===== src/design/fwsr_pkg.sv =====
// Shared constants for the flash status-reporting host controller.
// Assumes a 250 MHz ref_clk and a byte-wide asynchronous flash outside.
package fwsr_pkg;

    // ------------------------------------------------------------
    // Clock and flash timing
    // ------------------------------------------------------------
    localparam int CLK_PERIOD_NS = 4;
    localparam int T_ACC_NS = 55;
    localparam int T_WP_NS = 30;
    localparam int T_WPH_NS = 20;
    localparam int T_DF_NS = 18;
    localparam int SYNC_STAGES = 2;
    // Least times round up to whole cycles
    localparam logic [4:0] ACC_CYC =
        5'((T_ACC_NS + CLK_PERIOD_NS - 1) / CLK_PERIOD_NS + SYNC_STAGES);
    localparam logic [4:0] WP_CYC =
        5'((T_WP_NS + CLK_PERIOD_NS - 1) / CLK_PERIOD_NS);
    localparam logic [4:0] WPH_CYC =
        5'((T_WPH_NS + CLK_PERIOD_NS - 1) / CLK_PERIOD_NS);
    localparam logic [4:0] DF_CYC =
        5'((T_DF_NS + CLK_PERIOD_NS - 1) / CLK_PERIOD_NS);

    // ------------------------------------------------------------
    // Flash status bits and commands
    // ------------------------------------------------------------
    localparam int COMPLETION_POLL_POS = 7;
    localparam int ANY_ADDRESS_TOGGLE_POS = 6;
    localparam int TIME_LIMIT_FAIL_POS = 5;
    localparam int ERASE_WINDOW_POS = 3;
    localparam int SECTOR_TOGGLE_POS = 2;
    localparam logic [7:0] CMD_RESET = 8'hF0;
    localparam logic [7:0] CMD_SECTOR_ERASE = 8'h30;

    // ------------------------------------------------------------
    // APB register map
    // ------------------------------------------------------------
    localparam logic [7:0] REG_CTRL = 8'h00;
    localparam logic [7:0] REG_ADDR = 8'h04;
    localparam logic [7:0] REG_WDATA = 8'h08;
    localparam logic [7:0] REG_RDATA = 8'h0C;
    localparam logic [7:0] REG_STATUS = 8'h10;
    localparam logic [7:0] REG_IRQ_STATUS = 8'h14;
    localparam logic [7:0] REG_IRQ_ENABLE = 8'h18;
    localparam logic [7:0] REG_IRQ_CLEAR = 8'h1C;
    localparam logic [16:0] ADDR_RESET = 17'h0_0000;
    localparam logic [7:0] WDATA_RESET = 8'h00;
    localparam logic [2:0] IRQ_ENABLE_RESET = 3'h0;

    // CTRL operation codes, bits [2:0]; bit 3 aborts a poll
    localparam logic [2:0] OP_TOGGLE_POLL = 3'h1;
    localparam logic [2:0] OP_RESET_CMD = 3'h2;
    localparam logic [2:0] OP_ADD_SECTOR = 3'h3;
    localparam logic [2:0] OP_RAW_READ = 3'h4;
    localparam logic [2:0] OP_RAW_WRITE = 3'h5;
    localparam int CTRL_ABORT_POS = 3;

    // Result codes in STATUS[3:1]
    typedef enum logic [2:0] {
        RES_NONE = 3'b000,
        RES_OK = 3'b001,
        RES_FAILED = 3'b010,
        RES_WINDOW_CLOSED = 3'b011,
        RES_NOT_ACCEPTED = 3'b100,
        RES_ABORTED = 3'b101
    } fwsr_result_t;

    // Interrupt event positions
    localparam int EV_OK = 0;
    localparam int EV_FAIL = 1;
    localparam int EV_ERASE = 2;
endpackage


===== src/design/fwsr_bus_cycle.sv =====
// One asynchronous read or write cycle on the flash pins.
// Assumes the flash data pins are asynchronous to ref_clk.
`timescale 1ns/1ps
module fwsr_bus_cycle (
    // Clock and reset
    input wire logic ref_clk,
    input wire logic reset,
    // Cycle request
    input wire logic start,
    input wire logic is_write,
    input wire logic [16:0] addr,
    input wire logic [7:0] wdata,
    output logic done,
    output logic [7:0] rdata,
    // Flash pins
    output logic [16:0] flash_addr,
    output logic flash_ce_n,
    output logic flash_oe_n,
    output logic flash_we_n,
    input wire logic [7:0] dq_in,
    output logic [7:0] dq_out,
    output logic dq_oe
);
    import fwsr_pkg::*;

    typedef enum logic [2:0] {
        B_IDLE = 3'b000,
        B_READ = 3'b001,
        B_WR_LOW = 3'b010,
        B_WR_HIGH = 3'b011,
        B_RECOVER = 3'b100
    } fwsr_bus_state_t;

    fwsr_bus_state_t state;
    fwsr_bus_state_t next_state;
    logic [4:0] count;
    logic [7:0] dq_meta;
    logic [7:0] dq_sync;
    wire logic count_done = (count == 5'h0_0001);
    wire logic [4:0] next_count_load;

    // ------------------------------------------------------------
    // Phase sequencing
    // ------------------------------------------------------------
    always_comb begin
        next_state = state;
        case (state)
            B_IDLE: if (start) next_state = is_write ? B_WR_LOW : B_READ;
            B_READ: if (count_done) next_state = B_RECOVER;
            B_WR_LOW: if (count_done) next_state = B_WR_HIGH;
            B_WR_HIGH: if (count_done) next_state = B_IDLE;
            B_RECOVER: if (count_done) next_state = B_IDLE;
            default: next_state = B_IDLE;
        endcase
    end

    assign next_count_load =
        (next_state == B_READ) ? ACC_CYC :
        (next_state == B_WR_LOW) ? WP_CYC :
        (next_state == B_WR_HIGH) ? WPH_CYC : DF_CYC;

    // Done in the last recovery or write-high cycle, so cycles can follow at once
    assign done = count_done &&
        (state == B_WR_HIGH || state == B_RECOVER);

    always_ff @(posedge ref_clk) begin
        if (reset) begin
            state <= B_IDLE;
            count <= 5'h0_0000;
        end else begin
            state <= next_state;
            if (next_state != state)
                count <= next_count_load;
            else if (count != 5'h0_0000)
                count <= count - 5'h0_0001;
        end
    end

    // ------------------------------------------------------------
    // Pins; address and data held through the whole cycle
    // ------------------------------------------------------------
    always_ff @(posedge ref_clk) begin
        if (reset) begin
            flash_addr <= 17'h0_0000;
            dq_out <= 8'h00;
            flash_ce_n <= 1'b1;
            flash_oe_n <= 1'b1;
            flash_we_n <= 1'b1;
            dq_oe <= 1'b0;
        end else begin
            if (state == B_IDLE && start) begin
                flash_addr <= addr;
                dq_out <= wdata;
            end
            flash_ce_n <= !(next_state == B_READ ||
                next_state == B_WR_LOW || next_state == B_WR_HIGH);
            flash_oe_n <= (next_state != B_READ);
            flash_we_n <= (next_state != B_WR_LOW);
            dq_oe <= (next_state == B_WR_LOW || next_state == B_WR_HIGH);
        end
    end

    // Two flops ahead of the capture; the access count covers them
    always_ff @(posedge ref_clk) begin
        if (reset) begin
            dq_meta <= 8'h00;
            dq_sync <= 8'h00;
            rdata <= 8'h00;
        end else begin
            dq_meta <= dq_in;
            dq_sync <= dq_meta;
            if (state == B_READ && count_done)
                rdata <= dq_sync;
        end
    end
endmodule // fwsr_bus_cycle


===== src/design/fwsr_host.sv =====
// Host controller that runs status checks on an asynchronous flash.
// Assumes software on APB and the flash wired to the pin group below.
//
// Operation
// - Read status twice in a row and compare toggle bit first.
// - Toggling with fail bit high: retest; still toggling means fail, reset.
// - Toggling without fail: keep polling, or restart from two reads.
// - After a time-limit failure, write the reset command.
// - Window bit may be skipped only with adds under 50 us apart.
// - Check window bit before and after every added sector erase.
// - Status reads use program address or an erasing sector address.
//
// Local design decisions: the address map and the APB slave port.
`timescale 1ns/1ps
module fwsr_host (
    // Clock and reset
    input wire logic ref_clk,
    input wire logic reset,
    // APB slave
    input wire logic psel,
    input wire logic penable,
    input wire logic pwrite,
    input wire logic [7:0] paddr,
    input wire logic [31:0] pwdata,
    output logic [31:0] prdata,
    output logic pready,
    output logic pslverr,
    // Interrupt
    output logic irq,
    // Flash pins
    output logic [16:0] flash_addr,
    output logic flash_ce_n,
    output logic flash_oe_n,
    output logic flash_we_n,
    input wire logic [7:0] dq_in,
    output logic [7:0] dq_out,
    output logic dq_oe
);
    import fwsr_pkg::*;

    typedef enum logic [3:0] {
        S_IDLE = 4'b0000,
        S_TG_FIRST = 4'b0001,
        S_TG_NEXT = 4'b0010,
        S_TG_RECHK = 4'b0011,
        S_FINAL_RD = 4'b0100,
        S_RESET_WR = 4'b0101,
        S_ER_PRE = 4'b0110,
        S_ER_WR = 4'b0111,
        S_ER_POST = 4'b1000,
        S_RAW_RD = 4'b1001,
        S_RAW_WR = 4'b1010
    } fwsr_state_t;

    fwsr_state_t state;
    fwsr_state_t next_state;
    fwsr_result_t result;
    fwsr_result_t next_result;
    logic [16:0] op_addr;
    logic [7:0] op_wdata;
    logic [7:0] rd_data;
    logic prev_toggle;
    logic next_prev_toggle;
    logic abort_req;
    logic issued;
    logic finish;
    logic [2:0] irq_status;
    logic [2:0] irq_enable;
    logic [2:0] events;
    logic cyc_done;
    logic [7:0] cyc_rdata;

    // ------------------------------------------------------------
    // APB decode
    // ------------------------------------------------------------
    wire logic setup = psel && !penable;
    wire logic wr_access = psel && penable && pwrite;
    wire logic known = paddr == REG_CTRL || paddr == REG_ADDR ||
        paddr == REG_WDATA || paddr == REG_RDATA ||
        paddr == REG_STATUS || paddr == REG_IRQ_STATUS ||
        paddr == REG_IRQ_ENABLE || paddr == REG_IRQ_CLEAR;
    wire logic wr_ctrl = wr_access && paddr == REG_CTRL;
    wire logic busy = (state != S_IDLE);
    wire logic [2:0] op_code = pwdata[2:0];
    wire logic start_op = wr_ctrl && !busy;
    wire logic abort_now = wr_ctrl && pwdata[CTRL_ABORT_POS];
    wire logic [31:0] rd_mux =
        (paddr == REG_ADDR) ? {15'h0000, op_addr} :
        (paddr == REG_WDATA) ? {24'h00_0000, op_wdata} :
        (paddr == REG_RDATA) ? {24'h00_0000, rd_data} :
        (paddr == REG_STATUS) ? {28'h000_0000, result, busy} :
        (paddr == REG_IRQ_STATUS) ? {29'h0000_0000, irq_status} :
        (paddr == REG_IRQ_ENABLE) ? {29'h0000_0000, irq_enable} :
        32'h0000_0000;

    // Zero wait states; read data is caught in the setup cycle
    assign pready = 1'b1;
    assign pslverr = psel && penable && !known;
    assign irq = |(irq_status & irq_enable);

    // ------------------------------------------------------------
    // Flash cycle engine
    // ------------------------------------------------------------
    wire logic cyc_state = state != S_IDLE;
    wire logic cyc_write =
        state == S_RESET_WR || state == S_ER_WR || state == S_RAW_WR;
    wire logic [7:0] cyc_wdata =
        (state == S_RESET_WR) ? CMD_RESET :
        (state == S_ER_WR) ? CMD_SECTOR_ERASE : op_wdata;
    wire logic cyc_start = cyc_state && !issued;
    wire logic rd_toggle = cyc_rdata[ANY_ADDRESS_TOGGLE_POS];
    wire logic rd_fail = cyc_rdata[TIME_LIMIT_FAIL_POS];
    wire logic rd_window = cyc_rdata[ERASE_WINDOW_POS];

    // Status reads go to the software address, a valid one
    fwsr_bus_cycle u_cycle (
        .ref_clk(ref_clk),
        .reset(reset),
        .start(cyc_start),
        .is_write(cyc_write),
        .addr(op_addr),
        .wdata(cyc_wdata),
        .done(cyc_done),
        .rdata(cyc_rdata),
        .flash_addr(flash_addr),
        .flash_ce_n(flash_ce_n),
        .flash_oe_n(flash_oe_n),
        .flash_we_n(flash_we_n),
        .dq_in(dq_in),
        .dq_out(dq_out),
        .dq_oe(dq_oe)
    );

    // ------------------------------------------------------------
    // Operation sequencing
    // ------------------------------------------------------------
    always_comb begin
        next_state = state;
        next_result = result;
        next_prev_toggle = prev_toggle;
        finish = 1'b0;
        case (state)
            S_IDLE: begin
                if (start_op) begin
                    case (op_code)
                        OP_TOGGLE_POLL: next_state = S_TG_FIRST;
                        OP_RESET_CMD: next_state = S_RESET_WR;
                        OP_ADD_SECTOR: next_state = S_ER_PRE;
                        OP_RAW_READ: next_state = S_RAW_RD;
                        OP_RAW_WRITE: next_state = S_RAW_WR;
                        default: next_state = S_IDLE;
                    endcase
                end
            end
            S_TG_FIRST: if (cyc_done) begin
                next_prev_toggle = rd_toggle;
                next_state = S_TG_NEXT;
            end
            S_TG_NEXT: if (cyc_done) begin
                next_prev_toggle = rd_toggle;
                if (rd_toggle == prev_toggle) begin
                    next_state = S_FINAL_RD;
                end else if (rd_fail) begin
                    next_state = S_TG_RECHK;
                end else if (abort_req) begin
                    // Leaving drops history; next start reads twice again
                    next_result = RES_ABORTED;
                    finish = 1'b1;
                    next_state = S_IDLE;
                end
            end
            S_TG_RECHK: if (cyc_done) begin
                if (rd_toggle == prev_toggle) begin
                    next_state = S_FINAL_RD;
                end else begin
                    next_result = RES_FAILED;
                    next_state = S_RESET_WR;
                end
            end
            S_FINAL_RD: if (cyc_done) begin
                next_result = RES_OK;
                finish = 1'b1;
                next_state = S_IDLE;
            end
            S_RESET_WR: if (cyc_done) begin
                if (result != RES_FAILED)
                    next_result = RES_OK;
                finish = 1'b1;
                next_state = S_IDLE;
            end
            S_ER_PRE: if (cyc_done) begin
                if (rd_window) begin
                    // Closed window: the add would be ignored
                    next_result = RES_WINDOW_CLOSED;
                    finish = 1'b1;
                    next_state = S_IDLE;
                end else begin
                    next_state = S_ER_WR;
                end
            end
            S_ER_WR: if (cyc_done) next_state = S_ER_POST;
            S_ER_POST: if (cyc_done) begin
                // Always checked, never relying on add spacing
                next_result = rd_window ? RES_NOT_ACCEPTED : RES_OK;
                finish = 1'b1;
                next_state = S_IDLE;
            end
            S_RAW_RD, S_RAW_WR: if (cyc_done) begin
                next_result = RES_OK;
                finish = 1'b1;
                next_state = S_IDLE;
            end
            default: next_state = S_IDLE;
        endcase
    end

    assign events[EV_OK] = finish && next_result == RES_OK;
    assign events[EV_FAIL] = finish &&
        (next_result == RES_FAILED || next_result == RES_ABORTED);
    assign events[EV_ERASE] = finish &&
        (next_result == RES_WINDOW_CLOSED ||
        next_result == RES_NOT_ACCEPTED);

    always_ff @(posedge ref_clk) begin
        if (reset) begin
            state <= S_IDLE;
            result <= RES_NONE;
            prev_toggle <= 1'b0;
            issued <= 1'b0;
        end else begin
            state <= next_state;
            result <= start_op ? RES_NONE : next_result;
            prev_toggle <= next_prev_toggle;
            issued <= cyc_start ? 1'b1 : (cyc_done ? 1'b0 : issued);
        end
    end

    // Abort is sticky until the poll loop sees it or the host goes idle
    always_ff @(posedge ref_clk) begin
        if (reset)
            abort_req <= 1'b0;
        else if (abort_now && busy)
            abort_req <= 1'b1;
        else if (!busy)
            abort_req <= 1'b0;
    end

    // ------------------------------------------------------------
    // Software registers
    // ------------------------------------------------------------
    always_ff @(posedge ref_clk) begin
        if (reset) begin
            op_addr <= ADDR_RESET;
            op_wdata <= WDATA_RESET;
            irq_enable <= IRQ_ENABLE_RESET;
            rd_data <= 8'h00;
            prdata <= 32'h0000_0000;
        end else begin
            if (wr_access && paddr == REG_ADDR && !busy)
                op_addr <= pwdata[16:0];
            if (wr_access && paddr == REG_WDATA && !busy)
                op_wdata <= pwdata[7:0];
            if (wr_access && paddr == REG_IRQ_ENABLE)
                irq_enable <= pwdata[2:0];
            if (cyc_done && !cyc_write)
                rd_data <= cyc_rdata;
            if (setup)
                prdata <= rd_mux;
        end
    end

    // Set wins over a clear in the same cycle
    always_ff @(posedge ref_clk) begin
        if (reset)
            irq_status <= 3'h0;
        else if (wr_access && paddr == REG_IRQ_CLEAR)
            irq_status <= (irq_status & ~pwdata[2:0]) | events;
        else
            irq_status <= irq_status | events;
    end
endmodule // fwsr_host


===== config.mk =====
export PLATFORM = sky130hd
export DESIGN_NAME = fwsr_host
export DESIGN_NICKNAME = d
export VERILOG_FILES = /design/src/design/fwsr_pkg.sv /design/src/design/fwsr_bus_cycle.sv /design/src/design/fwsr_host.sv
export SDC_FILE = /design/constraint.sdc
export NUM_CORES = 1
export LEC_CHECK = 0
export ABC_AREA = 1
export BUFFER_PORTS_ARGS = -buffer_cell sky130_fd_sc_hd__buf_2
export CORE_ASPECT_RATIO = 1.1
export CORE_MARGIN = 3
export CORE_UTILIZATION = 35
export DETAILED_ROUTE_END_ITERATION = 8
export HOLD_SLACK_MARGIN = 0.02
export PLACE_DENSITY = 0.66
export SETUP_SLACK_MARGIN = 0.5
export SKIP_CTS_REPAIR_TIMING = 1
export SLEW_MARGIN = 20
export SYNTH_ARGS = -nofsm -noshare
export SYNTH_HDL_FRONTEND = slang
export SYNTH_HIERARCHICAL = 1
export SYNTH_SLANG_ARGS = --single-unit

===== constraint.sdc =====
create_clock -name ref_clk -period 2.7 [get_ports ref_clk]
set_input_delay 0.405 -clock ref_clk [delete_from_list [all_inputs] [get_ports ref_clk]]
set_output_delay 0.405 -clock ref_clk [all_outputs]
set_load 0.05 [all_outputs]

-- Word level (Yosys, flattened, before mapping)
Index checks and enable logic that the tools add are counted.
W data, S select, Z words.
- memory bits (read-only): 0
- memories: 0
- latch bits: 0
- RAM bits: 0
- output and inout bits: 64
- register bits: 142
- input port bits: 53
- word-level logic and storage cells: 194
- $mul: 0
- div/mod/pow operators: 0
- equal/unequal tests: 49
- shifts and indexed selects: 0
- $lt $le $gt $ge: 0
- multiplexer cells: 59
- reductions and logical operators: 58
- bitwise operators: 5
- $add $sub $neg: 1
- operators with widths (kind ; count):
    $mux W3 ; 21
    $mux W4 ; 12
    $eq A8 B5 Y1 const B ; 4
    $mux W8 ; 4
    $pmux W4 S7 ; 1
    $eq A3 B2 Y1 const B ; 8
    $logic_and A1 B1 Y1 ; 22
    $pmux W4 S5 ; 1
    $pmux W3 S6 ; 1
    $mux W17 ; 1
    $eq A4 B3 Y1 const B ; 4
    $eq A8 B4 Y1 const B ; 2
    $eq A3 B3 Y1 const B ; 5
    $logic_or A1 B1 Y1 ; 15
    $mux W5 ; 3
    $eq A3 B1 Y1 const B ; 4
    $eq A4 B4 Y1 const B ; 3
    $mux W1 ; 12
    $ne A2 B2 Y1 const B ; 6
    $pmux W3 S4 ; 1
    $eq A4 B2 Y1 const B ; 2
    $eq A8 B3 Y1 const B ; 1
    $logic_not A8 Y1 ; 1
    $reduce_and A8 Y1 ; 1
    24 further kinds ; 37

-- Depth between registers and ports, before layout
Gate-level depths: netlist of the first run.
- depth after elaboration: 10
- mapped depth: 18
- gate-level depth less buffers: 18

-- Hierarchy
The synthesis of the first run kept the hierarchy.
- by module, submodules not included (module ; cells each ; instances ; seq. area each (um^2) ; area an instance (um^2)):
    fwsr_host ; 524 ; 1 ; 1321.3 ; 3527.1
    fwsr_bus_cycle ; 293 ; 1 ; 1221.2 ; 2296.0

-- Worst setup path before layout of the first run
Ideal clock, no wire load.
- path kind: input -> output
- start: input paddr[7]
- end: output pslverr
- required time: 2.295 ns
- cell stages on the path: 5
- data arrival time: 1.882 ns
- path buffers: 0
- setup slack: 0.413 ns
- cell sequence: nor2_1 > nand3_1 > or2_2 > o221ai_1 > nor3_1
- cells in the longest elaborated chain, start to end: 10
- elaborated cells between the ends (all ways): 17
- classes of those cells: eq/ne (7); reduce/logical (10)
- ends and longest elaborated chain (item ; RTL line ; RTL):
    from (decl) ; fwsr_host.sv:23 ; input wire logic [7:0] paddr,
    $eq A8 B3 Y1 / $logic_not A8 Y1 (equally long branches) ; fwsr_host.sv:78 ; wire logic known = paddr == REG_CTRL || paddr == REG_ADDR ||
    $logic_or A1 B1 Y1 (2 in a row) ; fwsr_host.sv:78 ;
    $logic_or A1 B1 Y1 (2 in a row) ; fwsr_host.sv:79 ; paddr == REG_WDATA || paddr == REG_RDATA ||
    $logic_or A1 B1 Y1 (2 in a row) ; fwsr_host.sv:80 ; paddr == REG_STATUS || paddr == REG_IRQ_STATUS ||
    $logic_or A1 B1 Y1 (*) ; fwsr_host.sv:81 ; paddr == REG_IRQ_ENABLE || paddr == REG_IRQ_CLEAR;
    $logic_not A1 Y1 (*) ; fwsr_host.sv:98 ; assign pslverr = psel && penable && !known;
    $logic_and A1 B1 Y1 (*) ; fwsr_host.sv:98 ;
    to (decl) ; fwsr_host.sv:27 ; output logic pslverr,
Mark *: on every way between the ends. The rest lies on a longest branch, timed or not.

-- Final worst setup path of the first run
- start: register u_cycle.count[1]
- end: register irq_status[1]
- cells in the longest elaborated chain, start to end: 9
- elaborated cells between the ends (all ways): 20
- classes of those cells: eq/ne (3); mux (12); bitwise (2); reduce/logical (3)
- ends and longest elaborated chain (item ; RTL line ; RTL):
    from (decl) ; fwsr_bus_cycle.sv:36 ; logic [4:0] count;
    from (signal assigned) ; fwsr_bus_cycle.sv:73 ; count <= next_count_load;
    from (signal assigned) ; fwsr_bus_cycle.sv:75 ; count <= count - 5'h0_0001;
    $eq A5 B1 Y1 (*) ; fwsr_bus_cycle.sv:39 ; wire logic count_done = (count == 5'h0_0001);
    $logic_and A1 B1 Y1 (*) ; fwsr_bus_cycle.sv:63 ; assign done = count_done &&
    named net cyc_done ; fwsr_host.sv:70 ; logic cyc_done;
    $mux W3, or another cell as far along ; fwsr_host.sv:180, fwsr_host.sv:208 ;
    $pmux W3 S6 ; fwsr_host.sv:142 ; case (state)
    $eq A3 B2 Y1 / $eq A3 B3 Y1 (equally long branches) ; fwsr_host.sv:219 ; (next_result == RES_FAILED || next_result == RES_ABORTED);
    $logic_or A1 B1 Y1 ; fwsr_host.sv:219 ;
    $logic_and A1 B1 Y1 (*) ; fwsr_host.sv:218 ; assign events[EV_FAIL] = finish &&
    $or A3 B3 Y3 (on tied branches) ; fwsr_host.sv:279, fwsr_host.sv:277 ;
    $mux W3 (*) ; fwsr_host.sv:276 ; else if (wr_access && paddr == REG_IRQ_CLEAR)
    to (signal assigned) ; fwsr_host.sv:277 ; irq_status <= (irq_status & ~pwdata[2:0]) | events;
    to (signal assigned) ; fwsr_host.sv:279 ; irq_status <= irq_status | events;
    to (decl) ; fwsr_host.sv:67 ; logic [2:0] irq_status;
Mark *: on every way through the listed nets, which the timed path passes. The rest lies on a longest branch.
A chain may end at the register's enable or synchronous reset.

==> results of run 1 <==
## kinds of logic (layout without fill, tap and decap cells)
family / count (synthesis) / in the layout / share of synthesized area [%]
compound gates: 180 / 180 / 16.9
xor+xnor: 4 / 4 / 0.602
fa+ha+maj: 5 / 5 / 1.07
buf+inv: 137 / 233 / 10.2
flops: 127 / 127 / 43.7
other cells: 2 / 16 / 0.129
simple gates: 362 / 362 / 27.5
## routing by layer
metal / up-vias / global-route usage [%] / routed length [um]
met4: 0 / 7.24 / 381
li1: 2789 / - / -
met2: 128 / 26.4 / 6940
met1: 2417 / 21.4 / 7030
met5: - / 0 / 0
met3: 29 / 3.13 / 594
## cell type report
| type | count | area, sq um | area share, % |
|---|---|---|---|
| clock buffer | 19 | 433 | 6.07 |
| clock inverter | 13 | 139 | 1.95 |
| inverter | 97 | 375 | 5.27 |
| multi-input combinational | 567 | 2810 | 39.4 |
| sequential | 127 | 2550 | 35.7 |
| tap | 200 | 250 | 3.51 |
| timing repair buffer | 104 | 576 | 8.07 |
## critical path, cell delays in order, from the launching register on
cell and delay (ns):
dfxtp_2 0.33, inv_2 0.09, ha_4 0.14, inv_2 0.04, nor2_4 0.12, nand2_2 0.09, nor2_4 0.23, inv_4 0.09
nand2_2 0.07, nand2_1 0.05, nand2_1 0.05, nand2_1 0.05, a21oi_2 0.15, nand2_2 0.09, nor2_4 0.16, nand2_1 0.06
nand2_1 0.05, nand2_1 0.05, a21oi_1 0.13
## cell usage in the layout, fill, tap and decap left out, types with 17 or more instances in the layout
cell type	count
dfxtp_1	123
buf_4	17
nand2_1	121
clkbuf_16	17
inv_1	78
nand3_1	21
buf_2	85
o21ai_0	96
nor2_1	154
a21oi_1	60
## power groups by stage
stage,Sequential (mW),Clock [mW],Combinational (mW)
final,2.22,2.21,2.17
after global routing,2.24,2.32,2.42
after CTS,2.21,2.24,2.11
after detailed placement,2.25,0,2.10
after global placement,2.24,0,2.07
after floorplan,2.59,0,1.29
## sequential cells by signal (all words and copies together) (netlist names), 3 cells and up
signal,cells
u_cycle/dq_meta,8
u_cycle/dq_out,8
prdata,17
u_cycle/state,3
u_cycle/dq_sync,8
op_addr,17
u_cycle/flash_addr,17
result,3
irq_status,3
irq_enable,3
op_wdata,8
rd_data,8
u_cycle/rdata,8
state,4
u_cycle/count,5
## metrics by stage
stage,power [mW],cells,setup slack [ns]
floorplan,3.88,831,0.576
global placement,4.31,1088,0.341
detailed placement,4.34,1088,0.296
CTS,6.55,1120,0.264
global route,6.98,1127,0.419
finish,6.60,1127,0.571
## worst paths after layout
path | from | endpoint | slack [ns] | depth (start not counted)
worst max-delay path | u_cycle/count[1] | irq_status[1] | 0.57 | 18
worst min-delay path | dq_in[7] | u_cycle/dq_meta[7] | 0.18 | 3
worst max register to register | u_cycle/count[1] | irq_status[1] | 0.57 | 18
worst min register to register | u_cycle/dq_meta[4] | u_cycle/dq_sync[4] | 0.40 | 2
==> impl_metrics.ini, run 1 <==
[outcome]
outcome = finished clean

[yosys]
ys.warnings.count = 6
seq_area_frac_synth_pct = 43.7
synth_top_area_share_pct = 43.7
syn_avg_cell_area_sq_um = 7.13
yosys-top-cells-area = dfxtp_1 44%, nor2_1 10%, o21ai_0 8.3%, nand2_1 8.1%, a21oi_1 5.2%
yosys.area.top_type = dfxtp_1
yosysMostFrequentCell = nor2_1
synth_cells = 817
ys_types = 42
synth_common_cells = 159 x nor2_1, 127 x dfxtp_1, 125 x nand2_1
synth-edff-count = 0
async_reset_ff_share_pct = 0
netlist_area_sq_mm = 0.00582
synthFlopType = dfxtp_1
ys_seq_elements = 127

[sta]
fmax_mhz = 470
fin_crit_sh_pct = 78.8
final.setup.tns_ns = 0
layout_min_cycle_time_ns = 2.13
holdWs_ns = 0.181
finalClockSkew_ns = 0.00872
slew_viol_final = 0
setup_viol = 0
rsz0062_at_grt = yes
timing.final.hold_violations = 0

[clocking]
cts-root-buf = clkbuf_16
cts_tree = built
h-tree-depth = 4
clock_latency_ns = 0.42
cts_buffers = 17
clkTransAtPathRegs_ns = 0.06
cts_buffer_depth = 2
cts_sinks = 127

[place]
io_buffers = 85
placed_area_sq_mm = 0.00642
dp_hpwl_um = 10500
place_congestion = 0.872

[power_and_ir_drop]
power_switching_mw = 2.54
power.density_mw_per_mm2 = 926
clockPowerShare_pct = 33.5
internal_power_mw = 4.06
ir_drop_v = 0.000485
seqPwrFrac_pct = 33.6
power.leakage_nw = 3.17
p_comb_share_pct = 32.9
swShare_pct = 38.5

[die]
dieHeight_um = 141
initial_utilization_pct = 36.5
row_count = 48
fp.dieW_um = 129
core_sq_mm = 0.0160
num_io_pins = 117
die_area_sq_mm = 0.0182

[worst_setup_path]
crit_path_start_kind = flip-flop
worstPathArrival_ns = 2.48
required_ns = 3.05
critical_path_class = reg2reg
crit_path_max_fanout = 5
end_kind = flip-flop

[finish]
layout.nets = 972
final_util_pct = 44.6
fin_area_sq_mm = 0.00713
drive_gt1_share_pct = 23.1
area_delta_synth_final_pct = 22.4
antenna_cells = 0
n_fill_cell = 1653

[routing]
dr.pass1.iters = 5
routed_wl_um = 14900
ant_nets = 0
viasPerCell = 4.76
vias = 5363
drt_iter0_markers = 280
drc = 0
wire_per_inst_um = 13.3

[global_routing]
grt_pass1_wl_um = 24000
antenna_found_initial = 0
grt_max_degree = 35
grt_overflow = 0
grt_use_total_pct = 16.4
grt_pass1_vias = 4969

[min_path]
hold_path_class = in2reg

[flow_run]
cap_violations = 0
Power figures use the tool's default switching activity.
==> inputs of run 2 (changes only) <==
==> constraint.sdc (replaced) <==
create_clock -name ref_clk -period 1.96 [get_ports ref_clk]
set_input_delay 0.294 -clock ref_clk [delete_from_list [all_inputs] [get_ports ref_clk]]
set_output_delay 0.294 -clock ref_clk [all_outputs]
set_load 0.05 [all_outputs]
==> impl_metrics.ini, run 2 (same netlist as run 1, synthesis figures left out) <==
[routing]
viasPerCell = 4.96
routed_wl_um = 17600
drc = 0
vias = 5851
dr.pass1.iters = 5
ant_nets = 0
drt_iter0_markers = 407
wire_per_inst_um = 14.9

[worst_setup_path]
r2r_slack_ns = -0.08
crit_path_max_fanout = 5
timing.critical_path.buf_inv = 4
required_ns = 2.33
crit_top_cell = nand2_1
crit_path_top_delay_cell = dfxtp_2
end_kind = flip-flop
regToRegEndpoint = irq_status[2]
timing.rr.start = u_cycle/count[1]
worstRegToRegCells = 19
cpPeakStageDelay_ns = 0.33
worstPathArrival_ns = 2.41
path_delay_family = simple AND/OR/NAND/NOR gates
critical_path_class = reg2reg
crit_path_start_kind = flip-flop
crit_chain = inv_2 > ha_4 > inv_2 > nor2_4 > nand2_4 > nor2_4 > buf_6 > inv_4 > nand2_2 > nand2_1 > nand2_1 > nand2_1 > a21oi_2 > nand2_1 > nor2_4 > nand2_1 > nand2_1 > nand2_1 > a21oi_1

[sta]
finalClockSkew_ns = 0.0113
setup_viol = 3
maxSlewHeadroom_pct = 57.6
worst_pin_slew_ns = 0.637
layout_setup_ws_ns = -0.0847
fmax_mhz = 489
holdWs_ns = 0.0636
layout_min_cycle_time_ns = 2.04
fin_crit_sh_pct = 104
timing.final.hold_violations = 0
slew_viol_final = 0
rsz0062_at_grt = yes

[power_and_ir_drop]
power.density_mw_per_mm2 = 1260
power_switching_mw = 4.48
ir_drop_v = 0.000825
p_comb_share_pct = 43.2
clockPowerShare_pct = 28.0
internal_power_mw = 6.36
finalPower_mw = 10.8
seqPwrFrac_pct = 28.8
power.leakage_nw = 3.73
swShare_pct = 41.3

[clocking]
cts-root-buf = clkbuf_16
cts_sinks = 127
cts_buffers = 17
clkTransAtPathRegs_ns = 0.06
cts_tree = built
cts_buffer_depth = 2
clock_latency_ns = 0.43
h-tree-depth = 4

[min_path]
min_path_cells = 3
min_from = dq_in[4]
hold_path_class = in2reg
hold-path-endpoint = u_cycle/dq_meta[4]

[die]
die_area_sq_mm = 0.0182
initial_utilization_pct = 36.5
fp.dieW_um = 129
core_sq_mm = 0.0160
num_io_pins = 117
row_count = 48
dieHeight_um = 141

[flow_run]
cap_violations = 0

[outcome]
outcome = complete, but fails checks
violations = setup timing

[finish]
final_util_pct = 53.9
top_regs = op_addr x17, prdata x17, u_cycle/flash_addr x17
layout.nets = 1024
fin_cells = 1179
drive_gt1_share_pct = 40.1
antenna_cells = 0
most-common-layout-cells = 120 x dfxtp_1, 112 x nand2_1, 103 x nor2_1
area_delta_synth_final_pct = 48.0
final_common_cell = dfxtp_1

[global_routing]
grt_overflow = 0
grt_use_total_pct = 16.5
grt_max_degree = 52
grt_pass1_vias = 4987
antenna_found_initial = 0
grt_pass1_wl_um = 24000

[place]
io_buffers = 85
dp_hpwl_um = 10900
post-place-ws_ns = -0.125
place_congestion = 0.884
placedCellCount = 1106
-- run 2: cell types whose count changed in the layout (fill, tap and decap cells not counted), sizes merged --
cell	before	now
buf	104	149
inv	97	103
bufinv	2	0
nand2	136	138
clkbuf	19	20
clkinv	8	7
nand3	28	29
-- run 2: worst max-delay path by stage --
stage                           from            end  slack [ns]  depth (start not counted)
floorplan           u_cycle/count[1]  irq_status[0]        0.08                         18
global placement    u_cycle/count[0]  irq_status[0]       -0.07                         17
detailed placement  u_cycle/count[0]  irq_status[0]       -0.13                         17
CTS                 u_cycle/count[0]  irq_status[1]       -0.13                         17
global route        u_cycle/count[1]  irq_status[1]       -0.20                         19
finish              u_cycle/count[1]  irq_status[2]       -0.08                         19
-- run 2: power by group through the flow --
stage / clock network, mW / logic (mW) / registers, mW
after global routing: 3.19 / 5.01 / 3.15
final: 3.04 / 4.68 / 3.12
after CTS: 3.08 / 3.09 / 3.05
after global placement: 0 / 3.06 / 3.09
after floorplan: 0 / 1.95 / 3.59
after detailed placement: 0 / 3.08 / 3.10
-- run 2: area by class of cell --
class / count / area, sq um
Timing Repair inverter: 1 / 30.0
Sequential cell: 127 / 2560
Multi-Input combinational cell: 570 / 3630
Clock inverter: 15 / 143
Inverter: 97 / 419
Clock buffer: 17 / 425
Timing Repair Buffer: 152 / 1150
Fill cell: 1441 / 7360
Tap cell: 200 / 250
-- run 2: worst reg2reg max path, stage by stage (launching register included) --
cell and delay [ns]:
dfxtp_2 0.33, inv_2 0.07, ha_4 0.13, inv_2 0.04, nor2_4 0.10, nand2_4 0.07
nor2_4 0.20, buf_6 0.14, inv_4 0.03, nand2_2 0.05, nand2_1 0.05, nand2_1 0.06
nand2_1 0.07, a21oi_2 0.12, nand2_1 0.10, nor2_4 0.16, nand2_1 0.07, nand2_1 0.05
nand2_1 0.05, a21oi_1 0.11
-- run 2: routing by layer --
layer	vias to the layer above	share of wire, %	GRT usage, %
met3	45	4.2	3.69
met2	174	50	26.3
li1	2920	-	-
met1	2712	42	21.1
met4	0	3.7	8.07
met5	-	0	0
-- run 2: per-stage QoR --
stage,cell area (sq um),TNS (ns)
2_1_floorplan,6070,0
4_1_cts,7270,-0.389
5_1_grt,8620,-0.547
6_report,8620,-0.237
3_5_place_dp,6710,-0.361
3_3_place_gp,6710,-0.172
